### src/include/eia_pkg.sv
// Purpose: shared constants and types of the exception interrupt arbiter
// Assumes: one clock, 32-bit apb, 24 maskable priority levels
// Notes:   vector code n selects vector address 16'hFFFE - 2*n
package eia_pkg;
   localparam int NUM_LVL = 24;
   localparam int SPI_GRP = 3;
   localparam int SCI_GRP = 4;
   localparam int SPI_LVL_IDX = 8;
   localparam int SCI_LVL_IDX = 10;

   localparam logic [7:0] STAT1_OFF = 8'h00;
   localparam logic [7:0] STAT2_OFF = 8'h04;
   localparam logic [7:0] STAT3_OFF = 8'h08;
   localparam logic [7:0] STAT4_OFF = 8'h0C;
   localparam logic [7:0] EVT_OFF   = 8'h10;
   localparam logic [7:0] MASK_OFF  = 8'h14;

   localparam int EVT_W   = 3;
   localparam int EVT_SWI = 0;
   localparam int EVT_HW  = 1;
   localparam int EVT_RTI = 2;
   localparam logic [EVT_W-1:0] MASK_RST = 3'h0;

   localparam logic [15:0] VEC_BASE = 16'hFFFE;
   localparam logic [4:0]  CODE_RESET = 5'h00;
   localparam logic [4:0]  CODE_SWI   = 5'h01;
   localparam logic [4:0]  CODE_LVL1  = 5'h02;

   typedef struct packed {
      logic instr_done;
      logic swi_exec;
      logic rti_exec;
      logic stack_done;
      logic i_mask;
   } eia_cpu_in_t;

   typedef struct packed {
      logic        stack_req;
      logic        pc_minus1;
      logic        set_imask;
      logic        unstack_req;
      logic        vec_fetch;
      logic [4:0]  vec_code;
      logic [15:0] vec_addr;
   } eia_cpu_out_t;

   localparam eia_cpu_out_t CPU_OUT_RST = '{
      stack_req: 1'b0, pc_minus1: 1'b0, set_imask: 1'b0,
      unstack_req: 1'b0, vec_fetch: 1'b0, vec_code: 5'h00,
      vec_addr: 16'hFFFE};

   typedef enum logic [1:0] {
      ST_RESET_VEC,
      ST_RUN,
      ST_STACK,
      ST_UNSTACK
   } eia_state_t;

   function automatic logic [15:0] eia_vec_addr(input logic [4:0] code);
      eia_vec_addr = VEC_BASE - {10'h000, code, 1'b0};
   endfunction
endpackage

### src/core/eia_top.sv
// Purpose: exception control, request latching and priority arbitration
// Assumes: cpu strobes come from logic on pclk; irq pin is asynchronous
// Notes:   status registers are read-only views of live requests
//
// Overview of operation
// - stack registers, then set the global mask
// - return instruction unstacks saved registers
// - latch requests, arbitrate once, give vector code
// - latched request is not pre-empted
// - requests are taken only at instruction end
// - take hardware request if unmasked and enabled
// - highest priority pending request served first
// - still pending request served right after return
// - high index register is never stacked
// - software trap is taken regardless of mask
// - software trap stacks pc, hardware pc minus one
// - global mask gates all but software trap
// - shared level is OR of each group flag ANDed with its enable, plus that level's own hw_flag ANDed with hw_en
// - status flag reads one while request present
// - status one bits 0 and 1 read zero
// - reset has top priority, never arbitrated
// - status two holds levels 14 down to 7
//
// The implementer's own choices: the address map and the APB slave port.
module eia_top
   import eia_pkg::*;
(
   input  wire logic                 pclk,
   input  wire logic                 presetn,
   input  wire logic                 psel,
   input  wire logic                 penable,
   input  wire logic                 pwrite,
   input  wire logic [7:0]           paddr,
   input  wire logic [31:0]          pwdata,
   output logic [31:0]               prdata,
   output logic                      pready,
   output logic                      pslverr,
   input  wire logic                 irq_pin_n,
   input  wire logic                 irq_pin_en,
   input  wire logic [NUM_LVL-2:0]   hw_flag,
   input  wire logic [NUM_LVL-2:0]   hw_en,
   input  wire logic [SPI_GRP-1:0]   spi_grp_flag,
   input  wire logic [SPI_GRP-1:0]   spi_grp_en,
   input  wire logic [SCI_GRP-1:0]   sci_grp_flag,
   input  wire logic [SCI_GRP-1:0]   sci_grp_en,
   input  wire eia_cpu_in_t          cpu_in,
   output eia_cpu_out_t              cpu_out,
   output logic                      stack_h,
   output logic                      irq
);
   logic               pin_s1_reg;
   logic               pin_s2_reg;
   eia_state_t         state_reg;
   eia_state_t         state_next;
   eia_cpu_out_t       out_reg;
   eia_cpu_out_t       out_next;
   logic [4:0]         lat_code_reg;
   logic [4:0]         lat_code_next;
   logic               lat_pcm1_reg;
   logic               lat_pcm1_next;
   logic [EVT_W-1:0]   evt_reg;
   logic [EVT_W-1:0]   evt_next;
   logic [EVT_W-1:0]   evt_set;
   logic [EVT_W-1:0]   mask_reg;
   logic [31:0]        prdata_reg;
   logic               pready_reg;
   logic               pslverr_reg;
   logic               irq_reg;
   logic               stack_h_reg;

   wire logic [NUM_LVL-1:0] grp_vec;
   wire logic [NUM_LVL-1:0] lvl_req;
   wire logic               hw_valid;
   wire logic [4:0]         hw_idx;
   wire logic               run_bnd;
   wire logic               take_swi;
   wire logic               take_hw;
   wire logic               setup;
   wire logic               access_done;
   wire logic               wr_done;
   wire logic               rd_done;
   wire logic               addr_ok;
   wire logic [31:0]        rd_mux;

   // irq pin synchroniser, second stage only is read
   always_ff @(posedge pclk or negedge presetn) begin
      if (!presetn) begin
         pin_s1_reg <= 1'b1;
         pin_s2_reg <= 1'b1;
      end else begin
         pin_s1_reg <= irq_pin_n;
         pin_s2_reg <= pin_s1_reg;
      end
   end

   // shared levels: each flag gated by its own enable
   assign grp_vec = (NUM_LVL'(|(spi_grp_flag & spi_grp_en)) << SPI_LVL_IDX)
                  | (NUM_LVL'(|(sci_grp_flag & sci_grp_en)) << SCI_LVL_IDX);
   assign lvl_req = {hw_flag & hw_en, ~pin_s2_reg & irq_pin_en} | grp_vec;

   eia_prio_enc #(
      .N  (NUM_LVL),
      .IW (5)
   ) u_enc (
      .req   (lvl_req),
      .valid (hw_valid),
      .idx   (hw_idx)
   );

   assign run_bnd  = (state_reg == ST_RUN) && cpu_in.instr_done;
   assign take_swi = run_bnd && cpu_in.swi_exec;
   assign take_hw  = run_bnd && !cpu_in.swi_exec && !cpu_in.i_mask
                   && hw_valid;

   // exception sequencer
   always_comb begin
      state_next          = state_reg;
      out_next            = out_reg;
      out_next.set_imask  = 1'b0;
      out_next.vec_fetch  = 1'b0;
      out_next.unstack_req = 1'b0;
      lat_code_next       = lat_code_reg;
      lat_pcm1_next       = lat_pcm1_reg;
      evt_set             = '0;
      case (state_reg)
         ST_RESET_VEC: begin
            out_next.vec_fetch = 1'b1;
            out_next.vec_code  = CODE_RESET;
            out_next.vec_addr  = eia_vec_addr(CODE_RESET);
            state_next         = ST_RUN;
         end
         ST_RUN: begin
            if (take_swi) begin
               lat_code_next      = CODE_SWI;
               lat_pcm1_next      = 1'b0;
               out_next.stack_req = 1'b1;
               out_next.pc_minus1 = 1'b0;
               out_next.vec_code  = CODE_SWI;
               evt_set[EVT_SWI]   = 1'b1;
               state_next         = ST_STACK;
            end else if (take_hw) begin
               lat_code_next      = hw_idx + CODE_LVL1;
               lat_pcm1_next      = 1'b1;
               out_next.stack_req = 1'b1;
               out_next.pc_minus1 = 1'b1;
               out_next.vec_code  = hw_idx + CODE_LVL1;
               evt_set[EVT_HW]    = 1'b1;
               state_next         = ST_STACK;
            end else if (cpu_in.rti_exec) begin
               out_next.unstack_req = 1'b1;
               evt_set[EVT_RTI]     = 1'b1;
               state_next           = ST_UNSTACK;
            end
         end
         ST_STACK: begin
            // latched code held, no re-arbitration here
            out_next.vec_code  = lat_code_reg;
            out_next.pc_minus1 = lat_pcm1_reg;
            if (cpu_in.stack_done) begin
               out_next.stack_req = 1'b0;
               out_next.set_imask = 1'b1;
               out_next.vec_fetch = 1'b1;
               out_next.vec_addr  = eia_vec_addr(lat_code_reg);
               state_next         = ST_RUN;
            end
         end
         ST_UNSTACK: begin
            if (cpu_in.stack_done) begin
               state_next = ST_RUN;
            end
         end
         default: begin
            state_next = ST_RUN;
         end
      endcase
   end

   always_ff @(posedge pclk or negedge presetn) begin
      if (!presetn) begin
         state_reg    <= ST_RESET_VEC;
         out_reg      <= CPU_OUT_RST;
         lat_code_reg <= CODE_RESET;
         lat_pcm1_reg <= 1'b0;
         stack_h_reg  <= 1'b0;
      end else begin
         state_reg    <= state_next;
         out_reg      <= out_next;
         lat_code_reg <= lat_code_next;
         lat_pcm1_reg <= lat_pcm1_next;
         stack_h_reg  <= 1'b0; // high index never pushed
      end
   end

   // apb slave, one wait-free access cycle
   assign setup       = psel && !penable;
   assign access_done = psel && penable && pready_reg;
   assign wr_done     = access_done && pwrite;
   assign rd_done     = access_done && !pwrite;
   assign addr_ok     = (paddr == STAT1_OFF) || (paddr == STAT2_OFF)
                     || (paddr == STAT3_OFF) || (paddr == STAT4_OFF)
                     || (paddr == EVT_OFF) || (paddr == MASK_OFF);
   assign rd_mux = (paddr == STAT1_OFF) ? {24'h0, lvl_req[5:0], 2'b00}
                 : (paddr == STAT2_OFF) ? {24'h0, lvl_req[13:6]}
                 : (paddr == STAT3_OFF) ? {24'h0, lvl_req[21:14]}
                 : (paddr == STAT4_OFF) ? {30'h0, lvl_req[23:22]}
                 : (paddr == EVT_OFF)   ? {29'h0, evt_reg}
                 : (paddr == MASK_OFF)  ? {29'h0, mask_reg}
                 : 32'h0;

   // sticky events: a new event wins over the read clear
   assign evt_next = ((rd_done && paddr == EVT_OFF) ? '0 : evt_reg)
                   | evt_set;

   always_ff @(posedge pclk or negedge presetn) begin
      if (!presetn) begin
         pready_reg  <= 1'b0;
         pslverr_reg <= 1'b0;
         prdata_reg  <= 32'h0;
         evt_reg     <= '0;
         mask_reg    <= MASK_RST;
         irq_reg     <= 1'b0;
      end else begin
         pready_reg  <= setup;
         pslverr_reg <= setup && !addr_ok;
         prdata_reg  <= (setup && !pwrite) ? rd_mux : 32'h0;
         evt_reg     <= evt_next;
         if (wr_done && paddr == MASK_OFF) begin
            mask_reg <= pwdata[EVT_W-1:0];
         end
         irq_reg     <= |(evt_next & mask_reg);
      end
   end

   assign prdata  = prdata_reg;
   assign pready  = pready_reg;
   assign pslverr = pslverr_reg;
   assign cpu_out = out_reg;
   assign stack_h = stack_h_reg;
   assign irq     = irq_reg;
endmodule // eia_top

### src/core/eia_prio_enc.sv
// Purpose: fixed priority encoder, lowest index wins
// Assumes: req bit 0 is the highest priority
// Notes:   idx is zero when nothing is pending
module eia_prio_enc #(
   parameter int N  = 24,
   parameter int IW = 5
) (
   input  wire logic [N-1:0]  req,
   output logic               valid,
   output logic [IW-1:0]      idx
);
   always_comb begin
      valid = 1'b0;
      idx   = '0;
      for (int i = N - 1; i >= 0; i--) begin
         if (req[i]) begin
            valid = 1'b1;
            idx   = IW'(i);
         end
      end
   end
endmodule // eia_prio_enc

### config.mk
export PLATFORM = sky130hd
export DESIGN_NAME = eia_top
export DESIGN_NICKNAME = d
export VERILOG_FILES = /design/src/include/eia_pkg.sv /design/src/core/eia_top.sv /design/src/core/eia_prio_enc.sv
export SDC_FILE = /design/constraint.sdc
export NUM_CORES = 1
export LEC_CHECK = 0
export BUFFER_PORTS_ARGS = -buffer_cell sky130_fd_sc_hd__clkbuf_2
export CAP_MARGIN = 20
export CORE_ASPECT_RATIO = 1.25
export CORE_UTILIZATION = 25
export CTS_CLUSTER_DIAMETER = 120
export CTS_CLUSTER_SIZE = 30
export DETAILED_ROUTE_END_ITERATION = 12
export PLACE_DENSITY_LB_ADDON = 0.05
export RECOVER_POWER = 25
export SYNTH_ARGS = -nofsm -noshare
export SYNTH_HDL_FRONTEND = slang
export SYNTH_HIERARCHICAL = 1
export SYNTH_SLANG_ARGS = --single-unit
### constraint.sdc
create_clock -name pclk -period 5.5 [get_ports pclk]
set_clock_uncertainty 0.2 [all_clocks]
set_input_delay 0.55 -clock pclk [delete_from_list [all_inputs] [get_ports pclk]]
set_output_delay 0.55 -clock pclk [all_outputs]
set_load 0.005 [all_outputs]
Word level (Yosys, flattened, before mapping):

Cells that the tools add are included.

* bitwise gates (word level): 9
* add/subtract/negate cells: 2
* multiplexer cells: 83
* equal/unequal tests: 12
* reduce and logical (&&, ||, !) cells: 40

Operators with widths (count)
* two-way mux 5 bit: 26
* two-way mux 1 bit: 35
* two-way mux 8 bit: 4
* case mux 16 bit (2 select lines): 1
* OR 24 x 11 -> 24 bit: 1
* bitwise AND 23 bit: 1
* equality test 8 x 4 -> 1 bit, second input constant: 2
* equality test 8 x 5 -> 1 bit, second input constant: 2
* two-way mux 16 bit: 1
* two-way mux 3 bit: 5
* case mux 5 bit (3 select lines): 1
* logical AND 1 bit: 14
* two-way mux 2 bit: 7
* OR 9 x 11 -> 11 bit: 1
* AND reduction 2 bit: 5
* equality test 8 x 3 -> 1 bit, second input constant: 1
* zero test 8 bit: 1
* subtractor 2 x 7 -> 8 bit, first input constant: 1
* bitwise AND 3 bit: 2
* case mux 2 bit (3 select lines): 1
* nonzero test 2 bit: 3
* OR reduction 3 bit: 2
* adder 5 x 2 -> 5 bit, second input constant: 1
* zero test 1 bit: 5
* 18 further kinds: 23

* bits of input ports: 112
* bits in registers: 53

Logic depth before layout (Yosys ltp):

Gate-level depths: netlist of run 1.

* word-level depth: 35
* mapped depth: 11

Cells and area by module:

Netlist of run 1, hierarchy kept.

Modules (own cells, without submodules)
* eia_top: cells an instance 272, times used 1, sequential area each 1059.8 um^2, area an instance 2570.0 um^2
* eia_prio_enc: cells an instance 47, times used 1, sequential area each 0.0 um^2, area an instance 291.5 um^2

Worst setup path after synthesis of run 1:

Ideal clock, no wire load.

* kind: input to register
* start point: input sci_grp_flag[0]
* end point: register out_reg, in the netlist cpu_out[19]
* setup slack: 2408 ps
* required time: 5179 ps
* data arrival time: 2771 ps
* setup time: 121 ps
* cell stages on the path: 10
* buffers on the path: 0
* cells stage by stage: a222oi_1 > nand2_1 > nor4_1 > nand2_1 > nor2_1 > nand2_1 > nor2b_1 > o311ai_0 > nor2_1 > a22o_1

* elaborated cells between the ends (all ways): 33
* those cells by class: add/sub: 1; eq/ne: 1; mux: 25; bitwise: 3; reduce/logical: 3

RTL lines
* start, declared: line eia_top.sv:44 `input wire logic [SCI_GRP-1:0] sci_grp_flag,`
* bitwise AND 4 bit: line eia_top.sv:98 `| (NUM_LVL'(|(sci_grp_flag & sci_grp_en)) << SCI_LVL_IDX);`
* OR reduction 4 bit: line eia_top.sv:98
* OR 9 x 11 -> 11 bit: line eia_top.sv:98
* OR 24 x 11 -> 24 bit: line eia_top.sv:99 `assign lvl_req = {hw_flag & hw_en, ~pin_s2_reg & irq_pin_en} | grp_vec;`
* named net lvl_req[10]: line eia_top.sv:72 `wire logic [NUM_LVL-1:0] lvl_req;`
* two-way mux 1 bit (11 in series): line eia_prio_enc.sv:16 `if (req[i]) begin`
* named net hw_valid: line eia_top.sv:73 `wire logic hw_valid;`
* logical AND 1 bit: line eia_top.sv:113 `&& hw_valid;`
* != test 3 bit (no line)
* AND reduction 2 bit (no line)
* end signal, assigned: line eia_top.sv:187 `out_reg <= out_next;`
* end, declared: line eia_top.sv:55 `eia_cpu_out_t out_reg;`

The timed path passes the listed nets, and every way through them passes these cells. The select of a mux whose other input is x is not followed.
A chain may end at the register's enable or synchronous reset.

Worst setup path in the final report of run 1:

* start point: input sci_grp_flag[0]
* end point: register out_reg, in the netlist cpu_out[17]

The elaborated chain is that of the path after synthesis.

==> key figures, run 1 <==
Final layout
  – Final #Nets: approximately 540
  – Filler cell count: 1219
  – Layout cells sized above 1: a little under a third
  – Register area: around 1100 um^2
  – Max reg flops: 15
  – Layout area overhead: 23.2%
  – Number of diodes: 0
  – Area of the multi-input gates: between 1500 and 2000 um^2
  – Final cell count without fillers: about 560

Timing
  – Unrepaired setup endpoints after global routing: no
  – Final Critical Period: around 3500 ps
  – Final hold violations: 0
  – Number of setup violations in the final report: 0
  – FMAX: approximately 0.29 GHz
  – Worst-margin pin slew: 2430 ps
  – Slew HR: -62.0%
  – Period utilization: 63.0%
  – Setup TNS: 0 ps
  – Slew Viols, Final: 43

Synthesis
  – Synthesized cell area: roughly 2900 um^2
  – Post-synthesis cell type count: 59
  – Synth top area share: roughly 30%
  – Predominant post-synthesis flop cell: dfrtp_1
  – Yosys reg bits: 42
  – Mapped Cells: between 300 and 400
  – Register area share after synthesis: 37.0%
  – Syn avg cell area: approximately 9.0 um^2
  – Synth area leader: dfrtp_1
  – Share of flip-flops with an asynchronous set or reset: 100%
  – YS warnings: 6
  – EDFF count, synth: 0
  – Largest cells by area after synthesis: dfrtp_1, buf_4, dfstp_2

Die
  – CORE AREA: approximately 11000 um^2
  – Die X: 97.7 um
  – Row Count: 43
  – Die H: 122 um
  – Number of I/O pins: roughly 170
  – Starting Density: 25.7%
  – Die area: about 12000 um^2

Setup path
  – Worst Setup End Kind: flip-flop
  – Data required, critical path: between 5000 and 6000 ps
  – Slowest cell on crit path: o311ai_0
  – Nature of the critical path startpoint: input pin
  – CP cell instances: clkbuf_2 -> a222oi_1 -> nand2_1 -> nor4_1 -> nand2_1 -> nor2_1 -> nand2_1 -> nor2b_1 -> o311ai_0 -> nor2_1 -> a22o_1
  – Most frequent cell on the critical path: nand2_1
  – Critical path peak fanout: 5
  – CP max stage delay: 620 ps
  – CP Class: input pin to flip-flop
  – Crit path buf inv count: 1
  – CP arrival: approximately 3400 ps
  – Worst path top cell family by delay: simple AND/OR/NAND/NOR gates

Power
  – Worst VDD drop: 0.106 mV
  – Internal power: between 0.7 and 0.8 mW
  – Seq pwr share: between 30% and 40%
  – Pwr dens: approximately 300 nW/um^2
  – Comb power frac: about a third
  – Leak Pwr: approximately 1.7 nW
  – Switching share of power: 34.4%
  – Sw Pwr: about 0.37 mW
  – Clk network pwr share: a little over a quarter

Run
  – Max-cap viol count: 1

Placed design
  – Dpl cells: between 500 and 600
  – IO buf count: 108
  – DP Wirelength: about 6300 um
  – Placer Congestion: between 0.7 and 0.8

Routing
  – Via density: ~4.6
  – 1st-iter DRT viols: just over 70
  – Antenna Nets Post-Route: 0
  – DRC viols: 10
  – Vias post-DR: between 2000 and 3000
  – Post-Route M1 WL: approximately 3400 um
  – DR pass1 iterations: 8
  – Top Layer Used: met4
  – Wire length per cell: roughly 14 um
  – Met3 WL: a little under 400 um
  – Met2 WL: roughly 4000 um
  – Post-Route WL: around 8000 um

Clock tree
  – CTS H-Tree Depth: 2
  – CTS tree: done
  – CTS resizes: 0
  – TritonCTS Buffers: 5
  – Post-CTS Hold Buffers: 0
  – CTS root buf: clkbuf_16
  – Worst skew pair latency: 290 ps
  – Post-CTS setup buffer count: 0
  – Clock Pin Slew Worst Setup and Hold Paths: about 60 ps
  – CTS Sinks: 42
  – Clk buf depth: 2

Global route
  – Overall routing resource usage: around 14%
  – GRT overflow: 0
  – Number of global-route vias before repair: between 2000 and 2500
  – Initial antenna violation count: 0
  – First-pass GRT wire length: between 10000 and 15000 um
  – Largest net degree at the start of global routing: 43

Outcome
  – Status: finished, violations left
  – Failing checks: DRC, capacitance limit, slew limit

Hold path
  – Worst hold path type: input pin to flip-flop
[placed cells by master (no fill, tap or decap), types with 9 or more instances in the layout]
cell      count
a22o_1       10
nand2_1      19
a21oi_1      18
and2_1       22
inv_1        11
nor3_1       13
dfrtp_1      35
clkbuf_2    108
o21ai_0       9
mux2i_1      10
nor2_1       24
conb_1       36
[worst reg2reg max path, delay by kind of cell (launching register included)]
| family | cells | cell delay, ps |
|---|---|---|
| simple gates | 7 | 1100 |
| compound gates | 2 | 860 |
| flops | 1 | 510 |
[area by class of cell]
type	count	share of cell area, %
Clock buffer	6	3.66
Sequential cell	42	30.1
Timing Repair Buffer	109	15.4
Clock inverter	2	0.284
Inverter	11	1.17
Tap cell	135	4.79
Multi-Input combinational cell	254	44.6
[final timing paths]
path / from / endpoint / slack [ps] / cells after the start
max: sci_grp_flag[0] / cpu_out[17] / 2030 / 11
min: irq_pin_n / pin_s1_reg / 140 / 1
max reg2reg: pin_s2_reg / cpu_out[17] / 2710 / 9
min reg2reg: pin_s1_reg / pin_s2_reg / 160 / 0
max in group asynchronous: presetn / cpu_out[17] / 2820 / 2
min in group asynchronous: presetn / mask_reg[0] / 900 / 2
[synthesized netlist by cell type, types with 4 or more instances]
master and number:
a21oi_1 18, clkbuf_1 8, ha_1 6, o21ai_0 9, dfstp_2 7, nor2b_1 7, nand3_1 7, nor4_1 7
nor3_1 13, dfrtp_1 35, inv_1 11, a22oi_1 4, and2_1 22, nor2_1 24, mux2_2 4, a2bb2oi_1 4
nand2b_1 4, mux2i_1 10, nand2_1 19, buf_4 36, a22o_1 10
[per-layer routing]
layer,track usage [%],vias to the layer above
li1,-,1284
met1,16.3,1153
met2,24.6,106
met3,2.81,10
met4,5.40,0
met5,0,-
[power by group through the flow]
stage               Combinational (mW)  Sequential [mW]  Clock [mW]
floorplan                        0.242            0.426           0
global placement                 0.358            0.430           0
detailed placement               0.359            0.432           0
CTS                              0.361            0.426       0.308
global route                     0.406            0.436       0.317
finish                           0.353            0.425       0.289
[through the flow]
stage	hold slack [ps]	power [mW]	utilization [%]	worst slack, ps	area, um^2
4_1_cts	130	1.09	31.7	2020	3530
3_5_place_dp	147	0.791	30.4	1720	3390
3_3_place_gp	146	0.789	30.4	1730	3390
2_1_floorplan	54.4	0.668	-	2410	2990
5_1_grt	131	1.16	31.7	1710	3530
6_report	140	1.07	31.7	2030	3530
[cells by family (layout without fill, tap and decap cells)]
logic type               after synthesis  count (layout)  synth area share, %
AO/OA/AOI/OAI                         77              77                 19.2
XOR/XNOR                               2               2                0.612
adder cells (fa/ha/maj)                6               6                 2.62
buffers and inverters                 57             128                 12.5
flip-flops                            42              42                 37.0
multiplexers                          14              14                 5.07
other                                  2              36                0.262
AND/OR/NAND/NOR                      119             119                 22.8
Power figures use the tool's default switching activity.
==> run 2, diff against run 1 <==
==> constraint.sdc (replaced) <==
create_clock -name pclk -period 2.93 [get_ports pclk]
set_clock_uncertainty 0.2 [all_clocks]
set_input_delay 0.293 -clock pclk [delete_from_list [all_inputs] [get_ports pclk]]
set_output_delay 0.293 -clock pclk [all_outputs]
set_load 0.005 [all_outputs]
==> key figures, run 2 (synthesized netlist as in run 1, its figures left out) <==
Die
  – Starting Density: 25.7% (unchanged)
  – Row Count: 43 (unchanged)
  – Number of I/O pins: 174 (unchanged)
  – Die H: 122 um (unchanged)
  – CORE AREA: 11100 um^2 (unchanged)
  – Die area: 11900 um^2 (unchanged)
  – Die X: 97.7 um (unchanged)

Clock tree
  – TritonCTS Buffers: 5 (unchanged)
  – Clk buf depth: 2 (unchanged)
  – Worst skew pair latency: 290 ps (about the same)
  – CTS H-Tree Depth: 2 (unchanged)
  – Post-CTS setup buffer count: 0 (unchanged)
  – Clock Pin Slew Worst Setup and Hold Paths: 60 ps (about the same)
  – CTS root buf: clkbuf_16
  – CTS Sinks: 42 (unchanged)
  – CTS tree: done

Timing
  – Final WS setup: 263 ps (-1770 ps)
  – Final Critical Period: around 2700 ps
  – Number of setup violations in the final report: 0 (unchanged)
  – Worst-margin pin slew: 1580 ps (-848 ps)
  – Period utilization: between 90 and 100%
  – Unrepaired setup endpoints after global routing: no
  – Slew Viols, Final: 26 (-40%)
  – Final hold violations: 0 (unchanged)
  – FMAX: 0.375 GHz
  – Slew HR: -5.50% (+57 points)

Global route
  – Largest net degree at the start of global routing: 26 (-40%)
  – Overall routing resource usage: 14.3% (+0.43 points)
  – Initial antenna violation count: 0 (unchanged)
  – Number of global-route vias before repair: 2588 (+5.7%)
  – First-pass GRT wire length: 13000 um (+3.0%)
  – GRT overflow: 0 (unchanged)

Final layout
  – Final core utilization: 33.3% (+1.7 points)
  – Number of diodes: 0 (unchanged)
  – Layout area overhead: 29.6%
  – Commonest cells after routing, fill and taps aside: clkbuf_2, conb_1, dfrtp_1
  – Filler cell count: 1201 (-1.5%)
  – Most common cell after layout, fill and taps aside: clkbuf_2
  – Final #Nets: 565 (+4.4%)
  – Register area: 1060 um^2 (unchanged)
  – Max reg flops: 15 (unchanged)
  – Area of the multi-input gates: 1570 um^2 (unchanged)
  – Layout cells sized above 1: 32.8% (+0.97 points)

Setup path
  – Worst path top cell family by delay: compound AO/OA/AOI/OAI gates
  – Most frequent cell on the critical path: nand2_1
  – Worst Setup End Kind: flip-flop
  – Flop-to-flop setup slack: 490 ps (-2220 ps)
  – CP Class: input pin to flip-flop
  – Slowest cell on crit path: a222oi_1
  – R2R depth: 10 (+1)
  – Data required, critical path: 2950 ps (-2520 ps)
  – Crit path buf inv count: 3 (+2)
  – CP arrival: 2690 ps (-750 ps)
  – Worst Setup SP: sci_grp_flag[0]
  – Nature of the critical path startpoint: input pin
  – R2r endpoint: irq
  – CP max stage delay: 400 ps (-220 ps)
  – Reg2reg start: pin_s2_reg
  – CP cell instances: clkbuf_2 -> a222oi_1 -> nand2_1 -> nor4_1 -> buf_4 -> nand2_1 -> nor2_1 -> nand2_1 -> nor2b_1 -> o21ai_0 -> buf_4 -> a32o_1 -> a221o_1
  – Critical path peak fanout: 3 (-2)

Outcome
  – Failing checks: DRC, capacitance limit, slew limit
  – Status: finished, violations left

Routing
  – Vias post-DR: 2658 (+4.1%)
  – Post-Route WL: 8230 um (+3.4%)
  – 1st-iter DRT viols: 91 (+28%)
  – DR pass1 iterations: 8 (unchanged)
  – Via density: 4.56 (-0.17%)
  – Antenna Nets Post-Route: 0 (unchanged)
  – DRC viols: 10 (unchanged)
  – Wire length per cell: 14.1 um (-0.88%)

Power
  – Pwr dens: 561 nW/um^2 (+85%)
  – Worst VDD drop: 0.195 mV (+84%)
  – Leak Pwr: 1.84 nW (+5.1%)

Hold path
  – Worst hold path type: input pin to flip-flop
  – Hold Path Depth: 2 (+1)
  – Hold endpoint: mask_reg[0]
  – Hold_sp: pwdata[0]

Placed design
  – Placer Congestion: 0.767 (+0.42%)
  – IO buf count: 108 (unchanged)
  – Dpl ws: -141 ps (-1860 ps)
  – DP Wirelength: 6720 um (+6.1%)

Run
  – Max-cap viol count: 1 (unchanged)
## run 2: per-stage QoR
| stage | instance area, um^2 | TNS, ps | instances | hold slack [ps] | power (mW) |
|---|---|---|---|---|---|
| 2_1_floorplan | 2990 | 0 | 353 | -203 | 1.25 |
| 3_3_place_gp | 3560 | -468 | 573 | 145 | 1.52 |
| 3_5_place_dp | 3560 | -722 | 573 | 147 | 1.53 |
| 4_1_cts | 3720 | 0 | 583 | 31.6 | 2.11 |
| 5_1_grt | 3710 | 0 | 583 | 35.7 | 2.25 |
| 6_report | 3710 | 0 | 583 | 33.5 | 2.08 |
## run 2: metal layers
layer | share of wire (%) | up-vias | GRT usage (%) | routed length [um]
met5 | 0 | - | 0 | 0
met4 | 3.5 | 0 | 7.29 | 285
met3 | 4.7 | 17 | 2.35 | 383
li1 | - | 1326 | - | -
met2 | 50 | 116 | 26.4 | 4140
met1 | 42 | 1199 | 15.7 | 3420
## run 2: final cells by class
class | instances | area share (%)
multi-input cells | 254 | 42.4
flip-flops and latches | 42 | 28.6
repair buffers | 133 | 19.4
well taps | 135 | 4.55
clock buffers | 7 | 3.84
inverters | 11 | 1.11
clock inverters | 1 | 0.135
## run 2: worst reg2reg max path, delay by kind of cell, from the launching register on
family / cells / cell delay [ps]
AOI/OAI and AO/OA: 3 / 620
buffers and inverters: 1 / 180
DFF: 1 / 510
and+or+nand+nor: 6 / 850
## run 2: worst max-delay path by stage
stage	end	slack (ps)	cells after the start
6_report	irq	260	13
5_1_grt	irq	8	13
4_1_cts	cpu_out[17]	150	12
3_5_place_dp	cpu_out[17]	-140	12
3_3_place_gp	cpu_out[17]	-80	12
2_1_floorplan	cpu_out[19]	90	10
## run 2: report_power, final
| part | total, mW | switching [mW] | internal [mW] | leakage, nW |
|---|---|---|---|---|
| clock | 0.574 | 0.235 | 0.338 | 0.0739 |
| combinational | 0.706 | 0.387 | 0.319 | 1.24 |
| sequential | 0.801 | 0.0817 | 0.719 | 0.523 |
## run 2: repair_timing
item                                    CTS  global route
hold buffers                              2             0
endpoints found under the hold margin    22             0
gates resized for setup                   0             1
endpoints found under the setup margin    0             5
